**config.mk**
```make
export PLATFORM = sky130hd
export DESIGN_NAME = sbcse_encoder
export DESIGN_NICKNAME = d
export VERILOG_FILES = /design/src/design/sbcse_pkg.sv /design/src/design/sbcse_encoder.sv /design/src/design/sbcse_period.sv
export VERILOG_INCLUDE_DIRS = /design/src /design/src/design
export SDC_FILE = /design/constraint.sdc
export NUM_CORES = 1
export LEC_CHECK = 0
export BUFFER_PORTS_ARGS = -buffer_cell sky130_fd_sc_hd__buf_2
export CAP_MARGIN = 20
export CORE_MARGIN = 5
export CORE_UTILIZATION = 55
export CTS_CLUSTER_DIAMETER = 50
export CTS_CLUSTER_SIZE = 12
export DETAILED_ROUTE_END_ITERATION = 6
export GPL_ROUTABILITY_DRIVEN = 0
export PLACE_DENSITY = 0.87
export SLEW_MARGIN = 40
export SYNTH_ARGS = -nofsm -noshare
export SYNTH_HDL_FRONTEND = slang
export SYNTH_HIERARCHICAL = 1
export SYNTH_SLANG_ARGS = --single-unit
export TNS_END_PERCENT = 30
```
**constraint.sdc**
```tcl
create_clock -name CLK_I -period 5.8 [get_ports CLK_I]
set_input_delay 0.29 -clock CLK_I [delete_from_list [all_inputs] [get_ports CLK_I]]
set_output_delay 0.29 -clock CLK_I [all_outputs]
set_load 0.005 [all_outputs]
```
**src/design/sbcse_defines.svh**
```systemverilog
// constants of the spi status encoder: frame layout, codes, reset values
// assumes a 16-bit lsb-first frame clocked by the controller
`ifndef SBCSE_DEFINES_SVH
`define SBCSE_DEFINES_SVH

`define SBCSE_FRAME_BITS 5'h10
`define SBCSE_HDR_BITS 5'h06
`define SBCSE_HDR_LAST 5'h05
`define SBCSE_CNT_ZERO 5'h00
`define SBCSE_CNT_ONE 5'h01

// mode selection codes (bits 2..0 of a frame)
`define SBCSE_MODE_INIT 3'h0
`define SBCSE_MODE_NORMAL 3'h1
`define SBCSE_MODE_SLEEP 3'h2
`define SBCSE_MODE_RESTART 3'h3
`define SBCSE_MODE_FAILSAFE 3'h4
`define SBCSE_MODE_FLASH 3'h5
`define SBCSE_MODE_READ_ONLY 3'h7

// configuration select codes (bits 5..3 of a frame)
`define SBCSE_SEL_WAKE 3'h3
`define SBCSE_SEL_MAIN 3'h4
`define SBCSE_SEL_COMM 3'h5
`define SBCSE_SEL_WDOG 3'h6
`define SBCSE_SEL_DIAG 3'h7

// reset values of the writable registers, threshold hold code and limp-home bit index
`define SBCSE_MAIN_RESET 10'h115
`define SBCSE_COMM_RESET 10'h001
`define SBCSE_WDOG_RESET 10'h1EF
`define SBCSE_THR_RESET 2'h1
`define SBCSE_THR_HOLD 2'h0
`define SBCSE_LH_BIT 6

// watchdog period arithmetic, in ms
`define SBCSE_WD_STEP_LO 11'h010
`define SBCSE_WD_STEP_HI 11'h030
`define SBCSE_WD_OFFSET_HI 11'h1D0
`define SBCSE_WD_SPLIT 5'h10

`endif

```
**src/design/sbcse_pkg.sv**
```systemverilog
// types of the spi status encoder
// assumes sbcse_defines.svh holds the numeric constants
package sbcse_pkg;

  // mode from which normal mode was entered
  typedef enum logic [2:0] {
    SBCSE_FROM_SLEEP,
    SBCSE_FROM_FAILSAFE,
    SBCSE_FROM_RESTART_FAIL,
    SBCSE_FROM_RESTART_REQ,
    SBCSE_FROM_INIT
  } sbcse_entry_type;

  typedef struct packed {
    logic [9:0] data;
    logic [2:0] sel;
    logic [2:0] mode;
  } sbcse_frame_type;

  typedef struct packed {
    logic [1:0] thr;
    logic [9:0] main_reg;
    logic [9:0] comm_reg;
    logic [9:0] wdog_reg;
    logic [9:0] wake_int;
    logic [1:0] restart;
    logic [2:0] limp;
    logic [15:0] in_sh;
    logic [15:0] out_sh;
    logic [4:0] cnt;
    logic cs_q;
    logic sclk_q;
    logic [2:0] last_sel;
    logic first_pend;
    logic [2:0] first_mode;
    logic [2:0] first_sel;
    logic wd_svc;
    logic mode_req_v;
    logic [2:0] mode_req;
  } sbcse_state_type;

endpackage : sbcse_pkg

```
**src/design/sbcse_encoder.sv**
```systemverilog
// spi command interpreter and status encoder of a system basis chip
// assumes spi pins synchronous to CLK_I and sclk at most clk/4
//
// Overview of operation
// RULE1: threshold code 01/10/11 selects level one/two/three; 00 keeps previous.
// RULE2: thirty-two watchdog periods come from a 5-bit field.
// RULE3: period (n+1)*16 ms below 16, else n*48-464 ms.
// RULE4: restart cause 2-bit code: none, undervoltage, watchdog/cyclic wake, flash/external.
// RULE5: read-only access of diagnosis register clears restart cause.
// RULE6: leaving sleep or fail-safe clears restart cause.
// RULE7: limp-home cause 3-bit code, 111 reserved.
// RULE8: switching limp-home output off over spi returns cause to 000.
// RULE9: 3-bit hardware configuration read-out, codes 000 to 011.
// RULE10: top read-out bit set means software development mode, no watchdog reaction.
// RULE11: non read-only frames return data asked by previous command.
// RULE12: first frame after sleep or fail-safe reports that mode and register.
// RULE13: first frame after failure restart reports restart and limp-home register.
// RULE14: first frame after requested restart or init carries main configuration.
// RULE15: automatic first frame does not clear diagnostic bits.
// RULE16: read-only clears selected interrupt bits, live state bits unaffected.
// RULE17: read-only writes no register and leaves mode unchanged.
// RULE18: read-only counts as watchdog service.
// RULE19: read-only returns selected register within the same frame.
// RULE20: frames move least significant bit first.
// RULE21: select 100 main, 101 comm, 110 watchdog, 111 diagnosis; 111 not writable.
// RULE22: command applied only when chip select rises after a full frame.
`timescale 1ns/10ps
`default_nettype none
`include "sbcse_defines.svh"

module sbcse_encoder (
  input wire logic CLK_I,
  input wire logic RST_I,
  input wire logic CHIP_SELECT_N_I,
  input wire logic SCLK_I,
  input wire logic SDI_I,
  output logic SERIAL_DATA_OUT_O,
  output logic SERIAL_DATA_OUT_OE_O,
  input wire logic [2:0] CUR_MODE_I,
  input wire logic NORMAL_ENTRY_I,
  input wire sbcse_pkg::sbcse_entry_type ENTRY_FROM_I,
  input wire logic LEAVE_SLEEP_FS_I,
  input wire logic RESTART_EVENT_I,
  input wire logic [1:0] RESTART_CAUSE_I,
  input wire logic LIMP_EVENT_I,
  input wire logic [2:0] LIMP_CAUSE_I,
  input wire logic [9:0] WAKE_SET_I,
  input wire logic [2:0] HW_CONFIG_I,
  output logic [1:0] RESET_THRESHOLD_O,
  output logic [4:0] WD_FIELD_O,
  output logic [10:0] WD_PERIOD_MS_O,
  output logic SW_DEV_MODE_O,
  output logic WD_SERVICE_O,
  output logic MODE_REQ_VALID_O,
  output logic [2:0] MODE_REQ_O,
  output logic [9:0] MAIN_REG_O,
  output logic [9:0] COMM_REG_O,
  output logic [9:0] WDOG_REG_O,
  output logic [1:0] RESTART_CAUSE_O,
  output logic [2:0] LIMP_CAUSE_O
);

  sbcse_pkg::sbcse_state_type st;
  sbcse_pkg::sbcse_state_type next_st;
  sbcse_pkg::sbcse_frame_type rx;
  sbcse_pkg::sbcse_frame_type reply;
  logic cs_fall;
  logic cs_rise;
  logic sclk_rise;
  logic sclk_fall;
  logic frame_done;
  logic [2:0] ro_mode;
  logic [2:0] ro_sel;
  logic [9:0] diag_word;

  assign cs_fall = st.cs_q & ~CHIP_SELECT_N_I;
  assign cs_rise = ~st.cs_q & CHIP_SELECT_N_I;
  assign sclk_rise = ~CHIP_SELECT_N_I & ~st.sclk_q & SCLK_I;
  assign sclk_fall = ~CHIP_SELECT_N_I & st.sclk_q & ~SCLK_I;
  assign frame_done = cs_rise & (st.cnt == `SBCSE_FRAME_BITS); // RULE22
  assign rx = st.in_sh;

  // header of the frame in flight, valid once the sixth bit arrives
  assign ro_mode = st.in_sh[13:11];
  assign ro_sel = {SDI_I, st.in_sh[15:14]};

  // live hardware configuration sits beside the sticky causes
  assign diag_word = {2'h0, HW_CONFIG_I, st.limp, st.restart}; // RULE4 RULE7 RULE9

  function automatic logic [9:0] sel_data(input logic [2:0] sel,
                                          input sbcse_pkg::sbcse_state_type s,
                                          input logic [9:0] diag);
    logic [9:0] d;
    d = 10'h000;
    if (sel == `SBCSE_SEL_MAIN) begin // RULE21
      d = {s.main_reg[9:2], s.thr};
    end else if (sel == `SBCSE_SEL_COMM) begin
      d = s.comm_reg;
    end else if (sel == `SBCSE_SEL_WDOG) begin
      d = s.wdog_reg;
    end else if (sel == `SBCSE_SEL_DIAG) begin
      d = diag;
    end else if (sel == `SBCSE_SEL_WAKE) begin
      d = s.wake_int;
    end
    return d;
  endfunction : sel_data

  // reply loaded when chip select falls
  always_comb begin
    reply.mode = CUR_MODE_I;
    reply.sel = st.last_sel; // RULE11
    if (st.first_pend) begin
      reply.mode = st.first_mode; // RULE12 RULE13 RULE14
      reply.sel = st.first_sel;
    end
    reply.data = sel_data(reply.sel, st, diag_word);
  end

  always_comb begin
    next_st = st;
    next_st.cs_q = CHIP_SELECT_N_I;
    next_st.sclk_q = SCLK_I;
    next_st.wd_svc = 1'b0;
    next_st.mode_req_v = 1'b0;

    // serial shifting
    if (cs_fall) begin
      next_st.cnt = `SBCSE_CNT_ZERO;
      next_st.out_sh = reply;
      next_st.first_pend = 1'b0; // RULE15
    end else if (sclk_rise && st.cnt != `SBCSE_FRAME_BITS) begin
      next_st.in_sh = {SDI_I, st.in_sh[15:1]}; // RULE20
      next_st.cnt = st.cnt + `SBCSE_CNT_ONE;
      if (st.cnt == `SBCSE_HDR_LAST && ro_mode == `SBCSE_MODE_READ_ONLY) begin
        // five header bits already left, the sixth still drives sdo; only the data field can follow
        next_st.out_sh[10:1] = sel_data(ro_sel, st, diag_word); // RULE19
      end
    end else if (sclk_fall) begin
      next_st.out_sh = {1'b0, st.out_sh[15:1]}; // RULE20
    end

    // command completion
    if (frame_done) begin
      next_st.wd_svc = 1'b1; // RULE18
      if (rx.mode == `SBCSE_MODE_READ_ONLY) begin
        // no write and no mode request for a read-only frame
        if (rx.sel == `SBCSE_SEL_DIAG) begin // RULE16 RULE17
          next_st.restart = 2'h0; // RULE5
        end else if (rx.sel == `SBCSE_SEL_WAKE) begin
          next_st.wake_int = 10'h000; // RULE16
        end
      end else begin
        next_st.last_sel = rx.sel; // RULE11
        next_st.mode_req_v = 1'b1;
        next_st.mode_req = rx.mode;
        if (rx.sel == `SBCSE_SEL_MAIN) begin
          next_st.main_reg = rx.data;
          if (rx.data[1:0] != `SBCSE_THR_HOLD) begin
            next_st.thr = rx.data[1:0]; // RULE1
          end
          if (!rx.data[`SBCSE_LH_BIT]) begin
            next_st.limp = 3'h0; // RULE8
          end
        end else if (rx.sel == `SBCSE_SEL_COMM) begin
          next_st.comm_reg = rx.data;
        end else if (rx.sel == `SBCSE_SEL_WDOG) begin
          next_st.wdog_reg = rx.data; // RULE2
        end
        // select 111 and unused codes write nothing (RULE21)
      end
    end

    // leaving sleep or fail-safe wipes the restart cause
    if (LEAVE_SLEEP_FS_I) begin
      next_st.restart = 2'h0; // RULE6
    end

    // hardware events win over any clear in the same cycle
    if (RESTART_EVENT_I) begin
      next_st.restart = RESTART_CAUSE_I; // RULE4
    end
    if (LIMP_EVENT_I) begin
      next_st.limp = LIMP_CAUSE_I; // RULE7
    end
    next_st.wake_int = next_st.wake_int | WAKE_SET_I;

    // first frame after entering normal mode
    if (NORMAL_ENTRY_I) begin
      next_st.first_pend = 1'b1;
      case (ENTRY_FROM_I)
        sbcse_pkg::SBCSE_FROM_SLEEP: begin
          next_st.first_mode = `SBCSE_MODE_SLEEP; // RULE12
          next_st.first_sel = `SBCSE_SEL_WAKE;
        end
        sbcse_pkg::SBCSE_FROM_FAILSAFE: begin
          next_st.first_mode = `SBCSE_MODE_FAILSAFE; // RULE12
          next_st.first_sel = `SBCSE_SEL_DIAG;
        end
        sbcse_pkg::SBCSE_FROM_RESTART_FAIL: begin
          next_st.first_mode = `SBCSE_MODE_RESTART; // RULE13
          next_st.first_sel = `SBCSE_SEL_DIAG;
        end
        sbcse_pkg::SBCSE_FROM_RESTART_REQ: begin
          next_st.first_mode = `SBCSE_MODE_RESTART; // RULE14
          next_st.first_sel = `SBCSE_SEL_MAIN;
        end
        default: begin
          next_st.first_mode = `SBCSE_MODE_INIT; // RULE14
          next_st.first_sel = `SBCSE_SEL_MAIN;
        end
      endcase
    end
  end

  always_ff @(posedge CLK_I) begin
    if (RST_I) begin
      st <= '0;
      st.thr <= `SBCSE_THR_RESET;
      st.main_reg <= `SBCSE_MAIN_RESET;
      st.comm_reg <= `SBCSE_COMM_RESET;
      st.wdog_reg <= `SBCSE_WDOG_RESET;
      st.cs_q <= 1'b1;
      st.last_sel <= `SBCSE_SEL_MAIN;
      st.first_mode <= `SBCSE_MODE_INIT;
      st.first_sel <= `SBCSE_SEL_MAIN;
      st.mode_req <= `SBCSE_MODE_INIT;
    end else begin
      st <= next_st;
    end
  end

  sbcse_period u_period (
    .field_i(st.wdog_reg[4:0]),
    .period_ms_o(WD_PERIOD_MS_O)
  );

  // sdo is released while chip select is high
  assign SERIAL_DATA_OUT_O = st.out_sh[0];
  assign SERIAL_DATA_OUT_OE_O = ~CHIP_SELECT_N_I;
  assign RESET_THRESHOLD_O = st.thr;
  assign WD_FIELD_O = st.wdog_reg[4:0];
  assign SW_DEV_MODE_O = HW_CONFIG_I[2]; // RULE10
  assign WD_SERVICE_O = st.wd_svc;
  assign MODE_REQ_VALID_O = st.mode_req_v;
  assign MODE_REQ_O = st.mode_req;
  assign MAIN_REG_O = {st.main_reg[9:2], st.thr};
  assign COMM_REG_O = st.comm_reg;
  assign WDOG_REG_O = st.wdog_reg;
  assign RESTART_CAUSE_O = st.restart;
  assign LIMP_CAUSE_O = st.limp;

endmodule : sbcse_encoder
`default_nettype wire

```
**src/design/sbcse_period.sv**
```systemverilog
// watchdog period decoder: 5-bit field to a period in ms
// assumes a purely combinational use by the encoder
`timescale 1ns/10ps
`default_nettype none
`include "sbcse_defines.svh"

module sbcse_period (
  input wire logic [4:0] field_i,
  output logic [10:0] period_ms_o
);

  logic [10:0] n;

  assign n = {6'h00, field_i};

  always_comb begin
    if (field_i < `SBCSE_WD_SPLIT) begin
      period_ms_o = (n + 11'h001) * `SBCSE_WD_STEP_LO; // RULE3
    end else begin
      period_ms_o = n * `SBCSE_WD_STEP_HI - `SBCSE_WD_OFFSET_HI; // RULE3
    end
  end

endmodule : sbcse_period
`default_nettype wire

```
==> results.toml, run 1 <==
[run_status]
outcome = "finished, final reports clean"

[drt]
via_per_inst = 6.15
wl_per_cell_microns = 18.3
drt_wl_total_microns = 14900
drc_errors = 0
vias = 5016
final_antenna_net_count = 0
drt_iter0_markers = 581
drtPass1Iterations = 6

[worst_setup_path]
cp_slowest_stage_delay_ns = 0.56
end_kind = "output port"
cp.required_ns = 5.51
crit_chain = "ha_1, fa_1, or3b_1, nor4_2, o311ai_0, nor3b_2, buf_2"
ff2ff_path_depth = 8
crit_arrival_ns = 2.80
cp_num_buf_inv = 1
worst-path-max-fanout = 11
ff2ff_setup_slack_ns = 3.28
r2r-end = "st[32]$_SDFFE_PP0P_"
crit_slowest_cell = "fa_1"
startpoint_type = "flip-flop"
crit_family = "adder cells"
r2r_start = "st[17]$_SDFFE_PP0N_"
crit_type = "reg -> out"

[synth]
yosys_warnings = 6
async_flop_share_pct = 0
yosysMostFrequentCell = "dfxtp_1"
synth_area_sq_mm = 0.00550
synth_top_area_cell = "dfxtp_1"
netlist_top_cells_area = "dfxtp_1, buf_4, mux2i_1, a21oi_1, nand2_1"
synth.avg_cell_area_sq_um = 8.32
synth_cell_types = 71
synth_edf_count = 0
ys_seq_area_share_pct = 35.7
synth_ff_type = "dfxtp_1"
synth_common_cells = "dfxtp_1, nand2_1, a21oi_1"
syn-instance-count = 661
synth_top_area_share_pct = 35.7
synth_seq_cells = 98

[floorplanning]
die_w_microns = 110
start_util_pct = 56.2
core_sq_mm = 0.00977
die_y_microns = 110
rows = 36
ios = 94
die-area_sq_mm = 0.0121

[timing]
min_period_over_period_pct = 53.3
tightest_slew_ns = 0.889
fmax_mhz = 324
slew_violations = 0
setup_slack_ns = 2.71
grt_setup_unrepaired = "false"
finalCriticalPeriod_ns = 3.09
tns_ns = 0
holdWs_ns = 0.122
setup_viol = 0
relSlewSlack_pct = 40.7
hold_viol = 0
clock_skew_ns = 0.0111

[clock_tree]
tritoncts = "built"
cts_resized = 0
ctsHtreeMaxLevel = 3
cts_buffer_depth = 2
clk_pin_slew_ns = 0.10
cts_sinks = 98
clock_latency_ns = 0.37
clockRootBuffer = "clkbuf_8"
cts_setup_buffers = 0
cts_made_buffers = 9
hold_buffers = 0

[cells_and_area]
nNetsFinal = 720
multi_input_area_sq_mm = 0.00291
drive_above_1_share_pct = 21.0
fillers = 881
ff_latch_area_sq_mm = 0.00196
fin_util_pct = 59.4
area.growth.synth_to_final_pct = 5.53
diodes = 0

[power_and_ir_drop]
power_density_mw_per_mm2 = 222
leakage_nw = 2.25
vdd_drop_max_uv = 155

[job]
cap_violations = 0

[placed_design]
io_buffers = 89
dp_slack_ns = 3.18
hpwl_microns = 10800

[grt]
overflow = 0
antenna_found_initial = 0
grt_max_degree = 72
grt_pass1_wl_microns = 23700
gr-usage-all-layers_pct = 24.8
grt_pass1_vias = 4804

[hold_path]
min_path_cells = 3
hp-class = "in -> reg"
hp-start = "WAKE_SET_I[9]"
whs_endpoint = "st[68]$_SDFF_PP0_"
[sequential cells by signal, summed over array words and instances (netlist names)]
signal,count
st,41
rx,16
COMM_REG_O,10
WDOG_REG_O,10
MAIN_REG_O,8
LIMP_CAUSE_O,3
MODE_REQ_O,3
RESET_THRESHOLD_O,2
RESTART_CAUSE_O,2
MODE_REQ_VALID_O,1
SERIAL_DATA_OUT_O,1
WD_SERVICE_O,1
[through the flow]
step	cell area, sq um	total power [mW]	cells
final	5800	1.29	815
after global routing	5800	1.33	815
after CTS	5800	1.29	815
after detailed placement	5590	0.833	799
after global placement	5570	0.827	799
after floorplan	5510	0.800	664
[cells in the final DEF (no fill, tap or decap), types with 5 or more instances in the layout]
cell and instances:
mux2_2 7, o21ai_0 19, a211oi_1 6, mux2i_1 35
a22oi_1 10, a21oi_1 69, nor3_1 10, ha_1 9
nand3_1 8, a221o_1 6, a22o_1 9, o22ai_1 9
clkbuf_8 11, dfxtp_1 97, nand2_1 91, nor2b_1 6
inv_1 23, nand3b_1 5, nor2_1 56, o211ai_1 9
nand2b_1 10, buf_2 89
[worst register-to-register path: stages, from the launching register on]
cell,delay (ns)
dfxtp_1,0.37
inv_1,0.07
ha_1,0.19
nand4bb_4,0.17
and3_2,0.41
a22o_1,0.42
nor2_1,0.42
o21ai_0,0.19
a22oi_1,0.19
[area by class of cell]
| cell class | count | share of cell area, % |
|---|---|---|
| clock buffer | 11 | 2.61 |
| clock inverter | 5 | 1.04 |
| inverter | 23 | 1.49 |
| multi-input combinational | 454 | 50.2 |
| sequential | 98 | 33.8 |
| tap | 133 | 2.87 |
| timing repair buffer | 91 | 7.94 |
[cell families after synthesis]
logic type | share of synthesized area, %
xor gates and xnor gates | 1.41
muxes | 7.81
other | 0.0682
buffers and inverters | 11.8
DFF | 35.7
AOI/OAI and AO/OA | 21.7
and+or+nand+nor | 19.1
adders and majority gates | 2.41
[per-layer routing]
metal  vias up  global-route usage (%)  routed length, microns
met2       333                    40.3                    6840
li1       2310                       -                       -
met3        54                    6.52                    1680
met4         0                    9.44                     577
met5         -                       0                       0
met1      2319                    31.5                    5820
[worst max path at each step]
stage | from | endpoint | slack, ns | cells after the start
floorplan | WDOG_REG_O[0]$_SDFFE_PP1P_ | WD_PERIOD_MS_O[10] | 3.50 | 6
CTS | WDOG_REG_O[0]$_SDFFE_PP1P_ | WD_PERIOD_MS_O[10] | 2.76 | 7
global route | WDOG_REG_O[0]$_SDFFE_PP1P_ | WD_PERIOD_MS_O[10] | 2.59 | 7
global placement | st[17]$_SDFFE_PP0N_ | WDOG_REG_O[6]$_SDFFE_PP1P_ | 3.26 | 8
detailed placement | WDOG_REG_O[0]$_SDFFE_PP1P_ | WD_PERIOD_MS_O[10] | 3.18 | 7
finish | WDOG_REG_O[0]$_SDFFE_PP1P_ | WD_PERIOD_MS_O[10] | 2.71 | 7
[report_power, final]
part           switching, mW  leakage, nW  internal, mW
Combinational         0.0704         1.35        0.0460
Clock                  0.243        0.106         0.225
Sequential            0.0157        0.798         0.690
(Power assumes the default switching activity.)
==> inputs of run 2 (changes only) <==
==> constraint.sdc (replaced) <==
create_clock -name CLK_I -period 3.19 [get_ports CLK_I]
set_input_delay 0.1595 -clock CLK_I [delete_from_list [all_inputs] [get_ports CLK_I]]
set_output_delay 0.1595 -clock CLK_I [all_outputs]
set_load 0.005 [all_outputs]
==> results.toml, run 2 (synthesis gave the netlist of run 1 again) <==
[cells_and_area]
area.growth.synth_to_final_pct = 7.19
drive_above_1_share_pct = 21.2
fillers = 876
nNetsFinal = 732
diodes = 0
layout_common_cells = "dfxtp_1, nand2_1, buf_2, a21oi_1, nor2_1"
final_common_cell = "dfxtp_1"
largest_reg_flops = 41
final_cells = 827
regMostFlops = "st"
fin_area_sq_mm = 0.00589

[drt]
drt_iter0_markers = 585
drc_errors = 15
wl_per_cell_microns = 18.1
wl_met2_microns = 6930
final_antenna_net_count = 0
via_per_inst = 6.14
met1_length_microns = 6020
routed.top_layer = "met4"
drt_wl_total_microns = 15000
routed-wl-met3_microns = 1580
vias = 5081
drtPass1Iterations = 7

[placed_design]
dp_cells = 805
hpwl_microns = 10700
io_buffers = 89
placed_cell_area_sq_mm = 0.00562
dp_slack_ns = 0.723

[timing]
finalCriticalPeriod_ns = 2.90
setup_slack_ns = 0.287
tightest_slew_ns = 0.831
tns_ns = 0
clock_skew_ns = 0.0102
setup_viol = 0
grt_setup_unrepaired = "false"
min_period_over_period_pct = 91.0
hold_viol = 0
fmax_mhz = 345
relSlewSlack_pct = 44.6
slew_violations = 0
holdWs_ns = 0.0112

[clock_tree]
clk_pin_slew_ns = 0.09
cts_made_buffers = 9
tritoncts = "built"
clock_latency_ns = 0.37
clockRootBuffer = "clkbuf_8"
cts_setup_buffers = 0
cts_buffer_depth = 2
hold_buffers = 6
cts_resized = 0
ctsHtreeMaxLevel = 3
cts_sinks = 98

[floorplanning]
die-area_sq_mm = 0.0121
die_w_microns = 110
core_sq_mm = 0.00977
start_util_pct = 56.2
ios = 94
die_y_microns = 110
rows = 36

[worst_setup_path]
end_kind = "output port"
startpoint_type = "flip-flop"
cp.required_ns = 3.03
worst-path-max-fanout = 11
ff2ff_path_depth = 8
crit_arrival_ns = 2.74
crit_type = "reg -> out"

[grt]
grt_pass1_wl_microns = 23700
overflow = 0
antenna_found_initial = 0
gr-usage-all-layers_pct = 24.9
grt_max_degree = 43
grt_pass1_vias = 4776

[run_status]
outcome = "finished with violations"
failed_checks = "DRC"

[hold_path]
hp-class = "in -> reg"
min_path_cells = 3

[job]
cap_violations = 0

[power_and_ir_drop]
vdd_drop_max_uv = 251
power_density_mw_per_mm2 = 399
leakage_nw = 2.30
[run 2: final timing paths]
check | endpoint | startpoint | slack [ns]
min | st[63]$_SDFF_PP0_ | WAKE_SET_I[4] | 0.01
min reg2reg | st[29]$_SDFFE_PP0P_ | st[29]$_SDFFE_PP0P_ | 0.47
max | WD_PERIOD_MS_O[10] | WDOG_REG_O[0]$_SDFFE_PP1P_ | 0.29
max reg2reg | st[32]$_SDFFE_PP0P_ | st[17]$_SDFFE_PP0N_ | 0.77
[run 2: area by class of cell]
cell class | instances | area, sq um | share of cell area (%)
well taps | 133 | 166 | 2.82
inverters | 23 | 86.3 | 1.46
repair buffers | 103 | 566 | 9.60
flip-flops and latches | 98 | 1960 | 33.3
clock buffers | 11 | 151 | 2.57
clock inverters | 5 | 62.6 | 1.06
multi-input cells | 454 | 2900 | 49.2
[run 2: metrics by stage]
step / utilization [%] / total power [mW]
global placement: 57.5 / 1.51
global route: 60.3 / 2.43
detailed placement: 57.5 / 1.52
CTS: 60.3 / 2.35
finish: 60.3 / 2.35
floorplan: - / 1.45
[run 2: where the power goes]
part           internal, mW  total, mW  switching, mW  leakage [nW]
Clock                 0.408      0.846          0.438         0.102
Combinational        0.0904      0.222          0.131          1.40
Sequential             1.25       1.28         0.0272         0.798
[run 2: critical path, stage by stage, from the launching register on]
cell and delay [ns]:
dfxtp_1 0.42, ha_1 0.31, fa_1 0.46, xnor2_2 0.34
nor4_2 0.11, a2111oi_1 0.50, nor3b_2 0.09, buf_2 0.14
[run 2: routing by layer]
metal / track usage, % / up-vias
li1: - / 2348
met1: 31.5 / 2385
met2: 40.1 / 306
met3: 6.70 / 42
met4: 10.3 / 0
met5: 0 / -
